`config.mk`:
```
export PLATFORM = sky130hd
export DESIGN_NAME = pusc_strap_capture
export DESIGN_NICKNAME = d
export VERILOG_FILES = /design/src/logic/pusc_pkg.sv /design/src/logic/pusc_rst_if.sv /design/src/logic/pusc_strap_capture.sv /design/src/logic/pusc_reset_delay.sv
export VERILOG_INCLUDE_DIRS = /design/src /design/src/logic
export SDC_FILE = /design/constraint.sdc
export NUM_CORES = 1
export LEC_CHECK = 0
export BUFFER_PORTS_ARGS = -buffer_cell sky130_fd_sc_hd__buf_2
export CORE_MARGIN = 5
export CORE_UTILIZATION = 25
export DETAILED_ROUTE_END_ITERATION = 8
export SLEW_MARGIN = 40
export SYNTH_ARGS = -nofsm -noshare
export SYNTH_HDL_FRONTEND = slang
export SYNTH_HIERARCHICAL = 1
export SYNTH_SLANG_ARGS = --single-unit
```
`constraint.sdc`:
```
create_clock -name i_clock -period 0.99 [get_ports i_clock]
set_clock_uncertainty 0.05 [all_clocks]
set_input_delay 0.2475 -clock i_clock [delete_from_list [all_inputs] [get_ports i_clock]]
set_output_delay 0.2475 -clock i_clock [all_outputs]
set_load 0.05 [all_outputs]
```
`src/logic/pusc_map.svh`:
```
// offsets, field positions, reset values and counts of the strap capture
// assumes inclusion by bare name from the package and the top module
`ifndef PUSC_MAP_SVH
`define PUSC_MAP_SVH

// ----------------------------------------------------------------------
// memory address pin group
// ----------------------------------------------------------------------
`define PUSC_MA_WIDTH        15
`define PUSC_MA_RST          15'h0000
`define PUSC_MA_OE_ON        15'h7fff
`define PUSC_MA_OE_OFF       15'h0000

// ----------------------------------------------------------------------
// strap positions on the memory address lines
// ----------------------------------------------------------------------
`define PUSC_POS_FREQ_LSB    12
`define PUSC_POS_QUEUE_DEPTH 11
`define PUSC_POS_CLOCK_SRC   9
`define PUSC_POS_FREQ_MSB    8
`define PUSC_POS_GFX_TEST    7
`define PUSC_POS_GTL_PULL    6
`define PUSC_POS_PCI_FREQ    5
`define PUSC_POS_GFX_IRQ     4
`define PUSC_POS_GFX_IO      3
`define PUSC_POS_GFX_BASE    2
`define PUSC_POS_PANEL_3     14
`define PUSC_POS_PANEL_2     13
`define PUSC_POS_PANEL_1     1
`define PUSC_POS_PANEL_0     0
`define PUSC_POS_BANK_1      12
`define PUSC_POS_BANK_0      11

// ----------------------------------------------------------------------
// host frequency codes and reset values
// ----------------------------------------------------------------------
`define PUSC_FREQ_CODE_66    2'h0
`define PUSC_FREQ_CODE_100   2'h1
`define PUSC_FREQ_CODE_AUTO  2'h2
`define PUSC_FREQ_CODE_133   2'h3
`define PUSC_STRAP_RST       1'h0
`define PUSC_PANEL_RST       4'h0

// ----------------------------------------------------------------------
// cpu reset delay in host clock periods
// ----------------------------------------------------------------------
`define PUSC_CPU_RST_DLY     2

`endif

```
`src/logic/pusc_pkg.sv`:
```
// types shared by the strap capture modules
// assumes the map header is on the include path
`include "pusc_map.svh"

package pusc_pkg;

  // ----------------------------------------------------------------------
  // host frequency selection
  // ----------------------------------------------------------------------
  typedef enum logic [1:0] {
    PUSC_FREQ_66   = `PUSC_FREQ_CODE_66,
    PUSC_FREQ_100  = `PUSC_FREQ_CODE_100,
    PUSC_FREQ_AUTO = `PUSC_FREQ_CODE_AUTO,
    PUSC_FREQ_133  = `PUSC_FREQ_CODE_133
  } pusc_freq_e;

  // ----------------------------------------------------------------------
  // capture sequence
  // ----------------------------------------------------------------------
  typedef enum logic [1:0] {
    PUSC_ST_HOLD,
    PUSC_ST_SAMPLE,
    PUSC_ST_RUN
  } pusc_state_e;

  typedef logic [`PUSC_MA_WIDTH-1:0] pusc_ma_t;

endpackage

```
`src/logic/pusc_rst_if.sv`:
```
// carrier between the strap capture top and its cpu reset delay line
// assumes both ends sit on the same clock
interface pusc_rst_if;
  logic cpu_rst_n;
  logic cpu_rst_late_n;

  modport src (
    output cpu_rst_n,
    input  cpu_rst_late_n
  );

  modport dly (
    input  cpu_rst_n,
    output cpu_rst_late_n
  );
endinterface

```
`src/logic/pusc_strap_capture.sv`:
```
// power-up strap capture: samples the memory address lines when the chip
// reset pin rises, holds the decoded settings and then hands the pins to
// the dram address path; also makes the main and the late cpu reset
// assumes the chip reset pin and the strap pins are asynchronous to i_clock
// and that board straps stay stable until the device drives the lines
//
// Behaviour
// - two straps decode host frequency select
// - queue strap picks four or one level
// - clock strap picks plls or external clocks
// - graphics test strap high means test mode
// - gtl pullups on when strap low
// - pci strap picks 33 or 66 MHz
// - graphics interrupt enabled when strap low
// - graphics io decode enabled when strap low
// - base strap picks address map zero/one
// - four panel straps form panel code
// - unfitted straps read zero, board pulls
// - base strap high clears interrupt config bit
// - lines input while sampling, then dram outputs
// - late cpu reset trails by two clocks
// - sample at reset rise, defaults while asserted
`include "pusc_map.svh"
module pusc_strap_capture (
  // clock and reset
  input  wire logic              i_clock,
  input  wire logic              i_reset,
  // chip reset pin, active low
  input  wire logic              i_chip_reset_n,
  // memory address pins
  input  wire pusc_pkg::pusc_ma_t i_ma,
  output pusc_pkg::pusc_ma_t     o_ma,
  output pusc_pkg::pusc_ma_t     o_ma_oe,
  // dram address path
  input  wire pusc_pkg::pusc_ma_t i_dram_addr,
  input  wire logic [1:0]        i_dram_bank,
  // cpu reset
  input  wire logic              i_cpu_reset_req,
  output logic                   o_cpu_reset_out_n,
  output logic                   o_cpu_reset_late_n,
  // graphics interrupt
  input  wire logic              i_gfx_irq_req,
  input  wire logic              i_pci_config_phase,
  output logic                   o_gfx_irq_req,
  output logic                   o_gfx_irq_config_bit,
  // decoded settings
  output pusc_pkg::pusc_freq_e   o_host_freq,
  output logic                   o_queue_one_level,
  output logic                   o_clock_external,
  output logic                   o_gfx_test_mode,
  output logic                   o_gtl_pullup_en,
  output logic                   o_pci_66mhz,
  output logic                   o_gfx_irq_en,
  output logic                   o_gfx_io_en,
  output logic                   o_gfx_base_map1,
  output logic [3:0]             o_panel_type,
  output logic                   o_straps_valid
);
  import pusc_pkg::*;

  // ----------------------------------------------------------------------
  // pin synchronisers
  // ----------------------------------------------------------------------
  // three stages; a change counts once stages two and three agree
  logic      crst_s1_ff;
  logic      crst_s2_ff;
  logic      crst_s3_ff;
  logic      crst_level_ff;
  pusc_ma_t  ma_s1_ff;
  pusc_ma_t  ma_s2_ff;
  pusc_ma_t  ma_s3_ff;

  always_ff @(posedge i_clock) begin
    if (i_reset) begin
      crst_s1_ff <= 1'b0;
      crst_s2_ff <= 1'b0;
      crst_s3_ff <= 1'b0;
    end else begin
      crst_s1_ff <= i_chip_reset_n;
      crst_s2_ff <= crst_s1_ff;
      crst_s3_ff <= crst_s2_ff;
    end
  end

  always_ff @(posedge i_clock) begin
    if (i_reset) begin
      ma_s1_ff <= `PUSC_MA_RST;
      ma_s2_ff <= `PUSC_MA_RST;
      ma_s3_ff <= `PUSC_MA_RST;
    end else begin
      ma_s1_ff <= i_ma;
      ma_s2_ff <= ma_s1_ff;
      ma_s3_ff <= ma_s2_ff;
    end
  end

  // filtered chip reset level, starts asserted
  always_ff @(posedge i_clock) begin
    if (i_reset) begin
      crst_level_ff <= 1'b0;
    end else if (crst_s2_ff == crst_s3_ff) begin
      crst_level_ff <= crst_s3_ff;
    end
  end

  logic crst_rise;
  logic crst_low;

  assign crst_rise = (crst_s2_ff == crst_s3_ff) && crst_s3_ff &&
                     !crst_level_ff;
  assign crst_low  = !crst_level_ff;

  // ----------------------------------------------------------------------
  // capture sequence
  // ----------------------------------------------------------------------
  pusc_state_e state_ff;
  pusc_state_e nxt_state;

  always_comb begin
    nxt_state = state_ff;
    case (state_ff)
      PUSC_ST_HOLD: begin
        if (crst_rise) begin
          nxt_state = PUSC_ST_SAMPLE;
        end
      end
      PUSC_ST_SAMPLE: begin
        nxt_state = PUSC_ST_RUN;
      end
      PUSC_ST_RUN: begin
        if (crst_low) begin
          nxt_state = PUSC_ST_HOLD;
        end
      end
      default: begin
        nxt_state = PUSC_ST_HOLD;
      end
    endcase
  end

  always_ff @(posedge i_clock) begin
    if (i_reset) begin
      state_ff <= PUSC_ST_HOLD;
    end else begin
      state_ff <= nxt_state;
    end
  end

  // sample pulse: the strap levels seen when the pin rose are still in
  // stage three, since the board does not move them until we drive
  logic take_straps;
  logic clear_straps;

  assign take_straps  = (state_ff == PUSC_ST_SAMPLE);
  assign clear_straps = (state_ff == PUSC_ST_HOLD) && crst_low;

  // ----------------------------------------------------------------------
  // strap latches
  // ----------------------------------------------------------------------
  logic       freq_msb_ff;
  logic       freq_lsb_ff;
  logic       queue_depth_ff;
  logic       clock_src_ff;
  logic       gfx_test_ff;
  logic       gtl_pull_ff;
  logic       pci_freq_ff;
  logic       gfx_irq_ff;
  logic       gfx_io_ff;
  logic       gfx_base_ff;
  logic [3:0] panel_ff;
  logic       valid_ff;

  // an unfitted line reads low, so the reset default is zero
  always_ff @(posedge i_clock) begin
    if (i_reset || clear_straps) begin
      freq_msb_ff    <= `PUSC_STRAP_RST;
      freq_lsb_ff    <= `PUSC_STRAP_RST;
      queue_depth_ff <= `PUSC_STRAP_RST;
      clock_src_ff   <= `PUSC_STRAP_RST;
      gfx_test_ff    <= `PUSC_STRAP_RST;
      gtl_pull_ff    <= `PUSC_STRAP_RST;
      pci_freq_ff    <= `PUSC_STRAP_RST;
      gfx_irq_ff     <= `PUSC_STRAP_RST;
      gfx_io_ff      <= `PUSC_STRAP_RST;
      gfx_base_ff    <= `PUSC_STRAP_RST;
    end else if (take_straps) begin
      freq_msb_ff    <= ma_s3_ff[`PUSC_POS_FREQ_MSB];
      freq_lsb_ff    <= ma_s3_ff[`PUSC_POS_FREQ_LSB];
      queue_depth_ff <= ma_s3_ff[`PUSC_POS_QUEUE_DEPTH];
      clock_src_ff   <= ma_s3_ff[`PUSC_POS_CLOCK_SRC];
      gfx_test_ff    <= ma_s3_ff[`PUSC_POS_GFX_TEST];
      gtl_pull_ff    <= ma_s3_ff[`PUSC_POS_GTL_PULL];
      pci_freq_ff    <= ma_s3_ff[`PUSC_POS_PCI_FREQ];
      gfx_irq_ff     <= ma_s3_ff[`PUSC_POS_GFX_IRQ];
      gfx_io_ff      <= ma_s3_ff[`PUSC_POS_GFX_IO];
      gfx_base_ff    <= ma_s3_ff[`PUSC_POS_GFX_BASE];
    end
  end

  always_ff @(posedge i_clock) begin
    if (i_reset || clear_straps) begin
      panel_ff <= `PUSC_PANEL_RST;
    end else if (take_straps) begin
      panel_ff <= {ma_s3_ff[`PUSC_POS_PANEL_3],
                   ma_s3_ff[`PUSC_POS_PANEL_2],
                   ma_s3_ff[`PUSC_POS_PANEL_1],
                   ma_s3_ff[`PUSC_POS_PANEL_0]};
    end
  end

  // settings stay frozen while running; only i_reset or a new chip reset clears them
  always_ff @(posedge i_clock) begin
    if (i_reset || clear_straps) begin
      valid_ff <= 1'b0;
    end else if (take_straps) begin
      valid_ff <= 1'b1;
    end
  end

  // ----------------------------------------------------------------------
  // decoded settings
  // ----------------------------------------------------------------------
  always_comb begin
    case ({freq_msb_ff, freq_lsb_ff})
      `PUSC_FREQ_CODE_66:   o_host_freq = PUSC_FREQ_66;
      `PUSC_FREQ_CODE_100:  o_host_freq = PUSC_FREQ_100;
      `PUSC_FREQ_CODE_AUTO: o_host_freq = PUSC_FREQ_AUTO;
      `PUSC_FREQ_CODE_133:  o_host_freq = PUSC_FREQ_133;
      default:              o_host_freq = PUSC_FREQ_66;
    endcase
  end

  assign o_queue_one_level = queue_depth_ff;
  assign o_clock_external  = clock_src_ff;
  assign o_gfx_test_mode   = gfx_test_ff;
  assign o_gtl_pullup_en   = !gtl_pull_ff;
  assign o_pci_66mhz       = pci_freq_ff;
  assign o_gfx_irq_en      = !gfx_irq_ff;
  assign o_gfx_io_en       = !gfx_io_ff;
  assign o_gfx_base_map1   = gfx_base_ff;
  assign o_panel_type      = panel_ff;
  assign o_straps_valid    = valid_ff;

  // ----------------------------------------------------------------------
  // graphics interrupt configuration bit
  // ----------------------------------------------------------------------
  logic irq_cfg_ff;
  logic irq_out_ff;

  // set by default, cleared at capture when the base strap is high
  always_ff @(posedge i_clock) begin
    if (i_reset || clear_straps) begin
      irq_cfg_ff <= 1'b1;
    end else if (take_straps) begin
      irq_cfg_ff <= !ma_s3_ff[`PUSC_POS_GFX_BASE];
    end
  end

  // a cleared bit keeps the request quiet during pci configuration
  always_ff @(posedge i_clock) begin
    if (i_reset || !valid_ff) begin
      irq_out_ff <= 1'b0;
    end else begin
      irq_out_ff <= i_gfx_irq_req && !gfx_irq_ff &&
                    !(i_pci_config_phase && !irq_cfg_ff);
    end
  end

  assign o_gfx_irq_config_bit = irq_cfg_ff;
  assign o_gfx_irq_req        = irq_out_ff;

  // ----------------------------------------------------------------------
  // memory address pin drive
  // ----------------------------------------------------------------------
  pusc_ma_t ma_out_ff;
  pusc_ma_t ma_oe_ff;
  pusc_ma_t nxt_ma_out;

  always_comb begin
    nxt_ma_out = i_dram_addr;
    nxt_ma_out[`PUSC_POS_BANK_1] = i_dram_bank[1];
    nxt_ma_out[`PUSC_POS_BANK_0] = i_dram_bank[0];
  end

  // lines stay inputs until the straps are held, so the board pulls win
  always_ff @(posedge i_clock) begin
    if (i_reset || !valid_ff) begin
      ma_oe_ff  <= `PUSC_MA_OE_OFF;
      ma_out_ff <= `PUSC_MA_RST;
    end else begin
      ma_oe_ff  <= `PUSC_MA_OE_ON;
      ma_out_ff <= nxt_ma_out;
    end
  end

  assign o_ma    = ma_out_ff;
  assign o_ma_oe = ma_oe_ff;

  // ----------------------------------------------------------------------
  // cpu reset pair
  // ----------------------------------------------------------------------
  logic cpu_rst_n_ff;

  // cpu held in reset until the settings it depends on are known
  always_ff @(posedge i_clock) begin
    if (i_reset) begin
      cpu_rst_n_ff <= 1'b0;
    end else begin
      cpu_rst_n_ff <= valid_ff && !crst_low && !i_cpu_reset_req;
    end
  end

  pusc_rst_if rst_bus ();

  assign rst_bus.cpu_rst_n = cpu_rst_n_ff;

  pusc_reset_delay u_reset_delay (
    .i_clock (i_clock),
    .i_reset (i_reset),
    .rst     (rst_bus.dly)
  );

  assign o_cpu_reset_out_n  = cpu_rst_n_ff;
  assign o_cpu_reset_late_n = rst_bus.cpu_rst_late_n;

endmodule

```
`src/logic/pusc_reset_delay.sv`:
```
// delay line that makes the late cpu reset from the main cpu reset
// assumes i_clock is the host clock and i_reset is synchronous
`include "pusc_map.svh"
module pusc_reset_delay (
  // clock and reset
  input  wire logic i_clock,
  input  wire logic i_reset,
  // reset pair
  pusc_rst_if.dly   rst
);
  import pusc_pkg::*;

  // ----------------------------------------------------------------------
  // shift stages, all asserted (low) under reset
  // ----------------------------------------------------------------------
  // unpacked, so that each stage is its own variable for its own process
  logic stage_ff [`PUSC_CPU_RST_DLY];

  generate
    for (genvar g = 0; g < `PUSC_CPU_RST_DLY; g++) begin : g_stage
      always_ff @(posedge i_clock) begin
        if (i_reset) begin
          stage_ff[g] <= 1'b0;
        end else if (g == 0) begin
          stage_ff[g] <= rst.cpu_rst_n;
        end else begin
          stage_ff[g] <= stage_ff[(g == 0) ? 0 : g-1];
        end
      end
    end
  endgenerate

  assign rst.cpu_rst_late_n = stage_ff[`PUSC_CPU_RST_DLY-1];
endmodule

```
# --- Word level (Yosys, flattened, before mapping) ---
# Memory sizes are Yosys's and may differ from the RTL's.
# Index checks and enable logic that the tools add are counted.
totals:
  register_bits: 99
  mem_bits_rw: 2
  inputBits: 38
  out_inout_bits: 49
  word_cells: 68
  memories: 1
op_classes:
  eq_ne: 8
  muxes: 10
  bitwise_logic: 2
  reduce_logical: 22
mem_list:
  columns: ["name", "words", "width", "rd", "rd_ports_with_merged_regs", "wr", "line", "source"]
  rows:
  - ["u_reset_delay.stage_ff", 2, 1, 2, 0, 2, "pusc_reset_delay.sv:17", "logic stage_ff [`PUSC_CPU_RST_DLY];"]
ops:
  columns: ["operator", "n"]
  rows:
  - ["$mux 15", 1]
  - ["$logic_not 1->1", 9]
  - ["$logic_and 1x1->1", 8]
  - ["$pmux 2 s4", 1]
  - ["$eq 2x2->1 const B", 3]
  - ["$pmux 2 s3", 1]
  - ["$mux 1", 5]
  - ["$eq 2x1->1 const B", 2]
  - ["$logic_not 2->1", 2]
  - ["$mux 2", 2]
  - ["$ne 2x2->1 const B", 2]
  - ["$logic_or 1x1->1", 2]
  - ["$or 1x1->1", 2]
  - ["$reduce_and 2->1", 1]
  - ["$eq 1x1->1", 1]

# --- Longest topological paths before layout ---
depth:
  depth_word: 5
  mapped_depth: 6
  ltp_nobuf: 3

# --- Hierarchy ---
# The synthesis kept the hierarchy.
by_module_without_submodules:
  columns: ["mod", "instances", "cells_per_inst", "area_each_um2", "seq_area_each_um2"]
  rows:
  - ["pusc_strap_capture", 1, 235, 2577.5, 1641.6]
  - ["pusc_reset_delay", 1, 4, 52.6, 40.0]

# --- Worst setup path before layout ---
# No wires, ideal clock.
synth_path:
  kind: "reg2out"
  startpoint: "reg o_ma_oe[13] (netlist name)"
  endpoint: "out o_ma_oe[10]"
  arrival_time_ns: 1.141
  required_time_ns: 0.692
  setup_slack_ns: -0.448
  stages_incl_launch_ff: 2
  path_buffers: 1
  path_cell_list: "dfxtp_1 -> buf_4"
synth_rtl:
  columns: ["element", "line", "source"]
  rows:
  - ["to (decl)", "pusc_strap_capture.sv:33", "output pusc_pkg::pusc_ma_t o_ma_oe,"]

==> summary by stage <==
Global route
The largest net degree at the start of global routing is 46. The initial antenna violation count is 0. Across every metal layer, demand over resource in global routing totals 8.14%. The global-route met2 utilization is 14.1%. The first global-routing pass estimated 8.31 mm of wire. The via count of the first global-routing pass is 1797. The peak-usage layer in the global routing report is met2. The met3 capacity usage during global routing is 3.34%. The met1 routing resource usage after global routing is 8.59%. Summed over all layers, the global routing overflow is 0.

Clock network
The level count of the clock H-tree is 3. Clock-pin slew was measured on the worst setup and hold paths at 0.09 ns. The number of sinks handled by clock tree synthesis is 84. The number of clock buffers added by TritonCTS is 9. The count of hold buffers inserted by post-cts repair is 0. The worst-skew pair later-pin latency is 0.35 ns. The clock passes through at most 2 buffers. The tree is rooted in a clkbuf_8.

The clock tree from TritonCTS is built.

Critical path
The worst setup path is launched from a register. The classification of the worst setup path is reg2out. In this run the worst path has a maximum fanout of 15.

In this design, the largest share of critical-path delay is due to flip-flops. The slowest stage of the critical path is the dfxtp_4 cell. The worst path arrival time is 1.00 ns. For the worst setup path, the data required time is 0.69 ns. The number of buffer and inverter instances along the worst setup path is 1.

The endpoint kind of the worst setup timing path is an output pin. The critical path's largest stage delay is 0.43 ns. The critical path goes through buf_4.

Synthesis
The warning count from the yosys run is 6. The number of nets handed over by synthesis was 278. The synthesized netlist occupies a cell area of 2630 µm². The distinct cell type count after synthesis is 24.

The cell count after synthesis is 239. The fraction of the yosys area taken by sequential cells is 63.9%. The synthesized design contains 84 register bits. The average instance area after synthesis is 11.0 µm².

Finish
The antenna diode count is 0. The post-route netlist has 63.2% of its cells at a drive strength greater than 1. After filler insertion, the fill cell instance count of the layout stands at 998. At the end of the flow, the number of nets in the layout was 374. Compared with the post-synthesis result, the final layout area differs by 58.3%.

In the final layout, the multi-input gates occupy 888 µm². The share of the core filled with cells is 40.5%. Summing all flip-flop and latch instances after layout gives 1740 µm².

Floorplan
The die outline height is 113 µm. The total die area is 12700 µm². After floorplanning, the core was divided into 37 placement rows.

The area of the placeable core is 10300 µm². In this run the horizontal extent of the chip is 113 µm. Pin placement for this block handled 87 I/O pins. Once the floorplan was initialized, standard cells occupied 25.6% of the core.

Run status
The run finished, with violations left. The final reports fail on setup timing.

Power and ir drop
The ratio of total power to cell area is 1510 nW/µm². The maximum vdd ir drop is 0.000600 V. The completed layout was analyzed and its total power is 6.27 mW. The static leakage power is 1.82 nW.

STA
The accumulated negative setup slack is -11.55 ns. For this run, the top clock speed supported by timing is 0.773 GHz. The final setup violation count is 83. In the post-route analysis, the smallest setup slack over all paths is -0.304 ns.

The count of endpoints failing hold in the final timing report is 0. Setup repair after global routing could not meet its margin everywhere. The transition time of the tightest slew-check pin is 0.202 ns.

The share of the cycle needed by the critical path after routing is 131%. The final count of pins violating max slew is 0. After layout, the minimum clock period comes to 1.29 ns. The relative max-transition margin is 86.4%.

Placement
The port buffer count is 83. The half-perimeter wire length after detailed placement is 3.33 mm. Routability-driven placement finished with a final weighted congestion of 0.764.

Route
The via count is 1850. The detailed router's first-iteration violation count is 26. The per-cell via count in the routed design is 3.89. The average wire length per cell after detail routing is 11.1 µm.

The count of nets left with antenna violations once routing finished came out at 0. The pre-antenna-repair detailed-routing pass consisted of 3 iterations. In the routed design, unresolved DRC markers number 0. The post-detailed-routing wire length is 5.28 mm.

Job
The max-capacitance violation count is 0.

Worst hold path
The min-delay analysis places its worst path in the category in2reg.
## metal layers
layer | vias up | share of wire (%)
met5 | - | 0
met4 | 0 | 2.1
met3 | 11 | 7.5
met2 | 72 | 50
met1 | 837 | 40
li1 | 930 | -
## cells by family (layout without fill, tap and decap cells)
logic type                 Yosys count  count (layout)  share of synthesized area [%]
DFF                                 84              84                           63.9
muxes                                1               1                          0.381
AOI/OAI and AO/OA                   34              34                           6.90
buffers and inverters               34             135                           8.75
and+or+nand+nor                     85              85                           19.6
adders and majority gates            1               1                          0.476
## stage by stage
stage	hold slack (ns)	cell area [µm²]	std cells	setup WS, ns
floorplan	0.269	2680	239	-0.0505
global placement	0.363	3230	445	-0.0859
detailed placement	0.369	3230	445	-0.103
CTS	0.0202	4010	471	-0.328
global route	0.0131	4160	476	-0.375
finish	0.0434	4160	476	-0.304
## cells in the final DEF, fill, tap and decap left out, types with 2 or more instances in the layout
| cell type | instances |
|---|---|
| a21oi_1 | 4 |
| nor2b_1 | 35 |
| nor2_1 | 3 |
| dfxtp_1 | 45 |
| inv_8 | 2 |
| dfxtp_4 | 4 |
| and2b_1 | 12 |
| buf_8 | 32 |
| buf_6 | 14 |
| buf_2 | 34 |
| nor2b_4 | 2 |
| o21ai_2 | 9 |
| o21ai_1 | 4 |
| clkbuf_8 | 10 |
| dfxtp_2 | 35 |
| nand2_1 | 6 |
| inv_2 | 3 |
| and2_4 | 7 |
| nand2_2 | 5 |
| clkinv_4 | 2 |
| buf_4 | 29 |
| a21oi_2 | 12 |
| and2_1 | 8 |
| nand2_4 | 4 |
| buf_12 | 5 |
## flip-flops by register name, indices dropped and copies added (netlist names), 2 cells and up
register                cells
ma_s1_ff                   14
o_ma                       15
state_ff                    2
ma_s3_ff                   14
u_reset_delay/stage_ff      2
ma_s2_ff                   14
o_panel_type                4
## report_power, final
part	leakage [nW]	total, mW	internal, mW	switching, mW
logic	1.01	0.240	0.142	0.0979
clock network	0.111	2.57	1.29	1.29
registers	0.705	3.46	3.44	0.0199
total	1.82	6.27	4.87	1.40
## synthesized netlist by cell type
master	count	area, µm²
inv_1	5	18.8
and2_1	15	93.8
nor3_1	1	5.00
buf_2	3	15.0
buf_12	1	20.0
nand2_1	15	56.3
and3b_1	1	8.76
and2b_1	12	90.1
o21bai_1	1	7.51
clkbuf_1	6	22.5
buf_6	3	33.8
ha_1	1	12.5
a21o_1	1	7.51
o2111a_1	1	11.3
a21oi_1	16	80.1
nor2b_4	1	13.8
mux2i_1	1	10.0
nor2b_1	36	225
o21ai_1	4	20.0
buf_4	16	120
o21ai_0	11	55.1
dfxtp_1	84	1680
nor2_1	3	11.3
and2b_4	1	10.0
## layout make-up
| cell class | instances | share of cell area, % |
|---|---|---|
| flip-flops and latches | 84 | 41.8 |
| repair buffers | 114 | 27.1 |
| multi-input cells | 121 | 21.3 |
| well taps | 136 | 4.09 |
| clock buffers | 10 | 3.31 |
| clock inverters | 6 | 1.89 |
| inverters | 5 | 0.511 |
## what timing repair did
item	in CTS	in global routing
resized for setup	171	45
setup endpoints to repair	63	84
cloned	2	1
buffers inserted	8	6
pin swaps	21	26
## final timing paths
check | startpoint | end | slack (ns) | depth (start not counted)
min | i_dram_addr[14] | o_ma[14] | 0.04 | 2
max | o_ma_oe[13] | o_ma_oe[1] | -0.30 | 1
min reg2reg | ma_s3_ff[9] | o_clock_external | 0.38 | 2
max reg2reg | state_ff[0] | o_gfx_irq_config_bit | -0.14 | 5
Note: power is estimated with default switching activity, not from simulation.
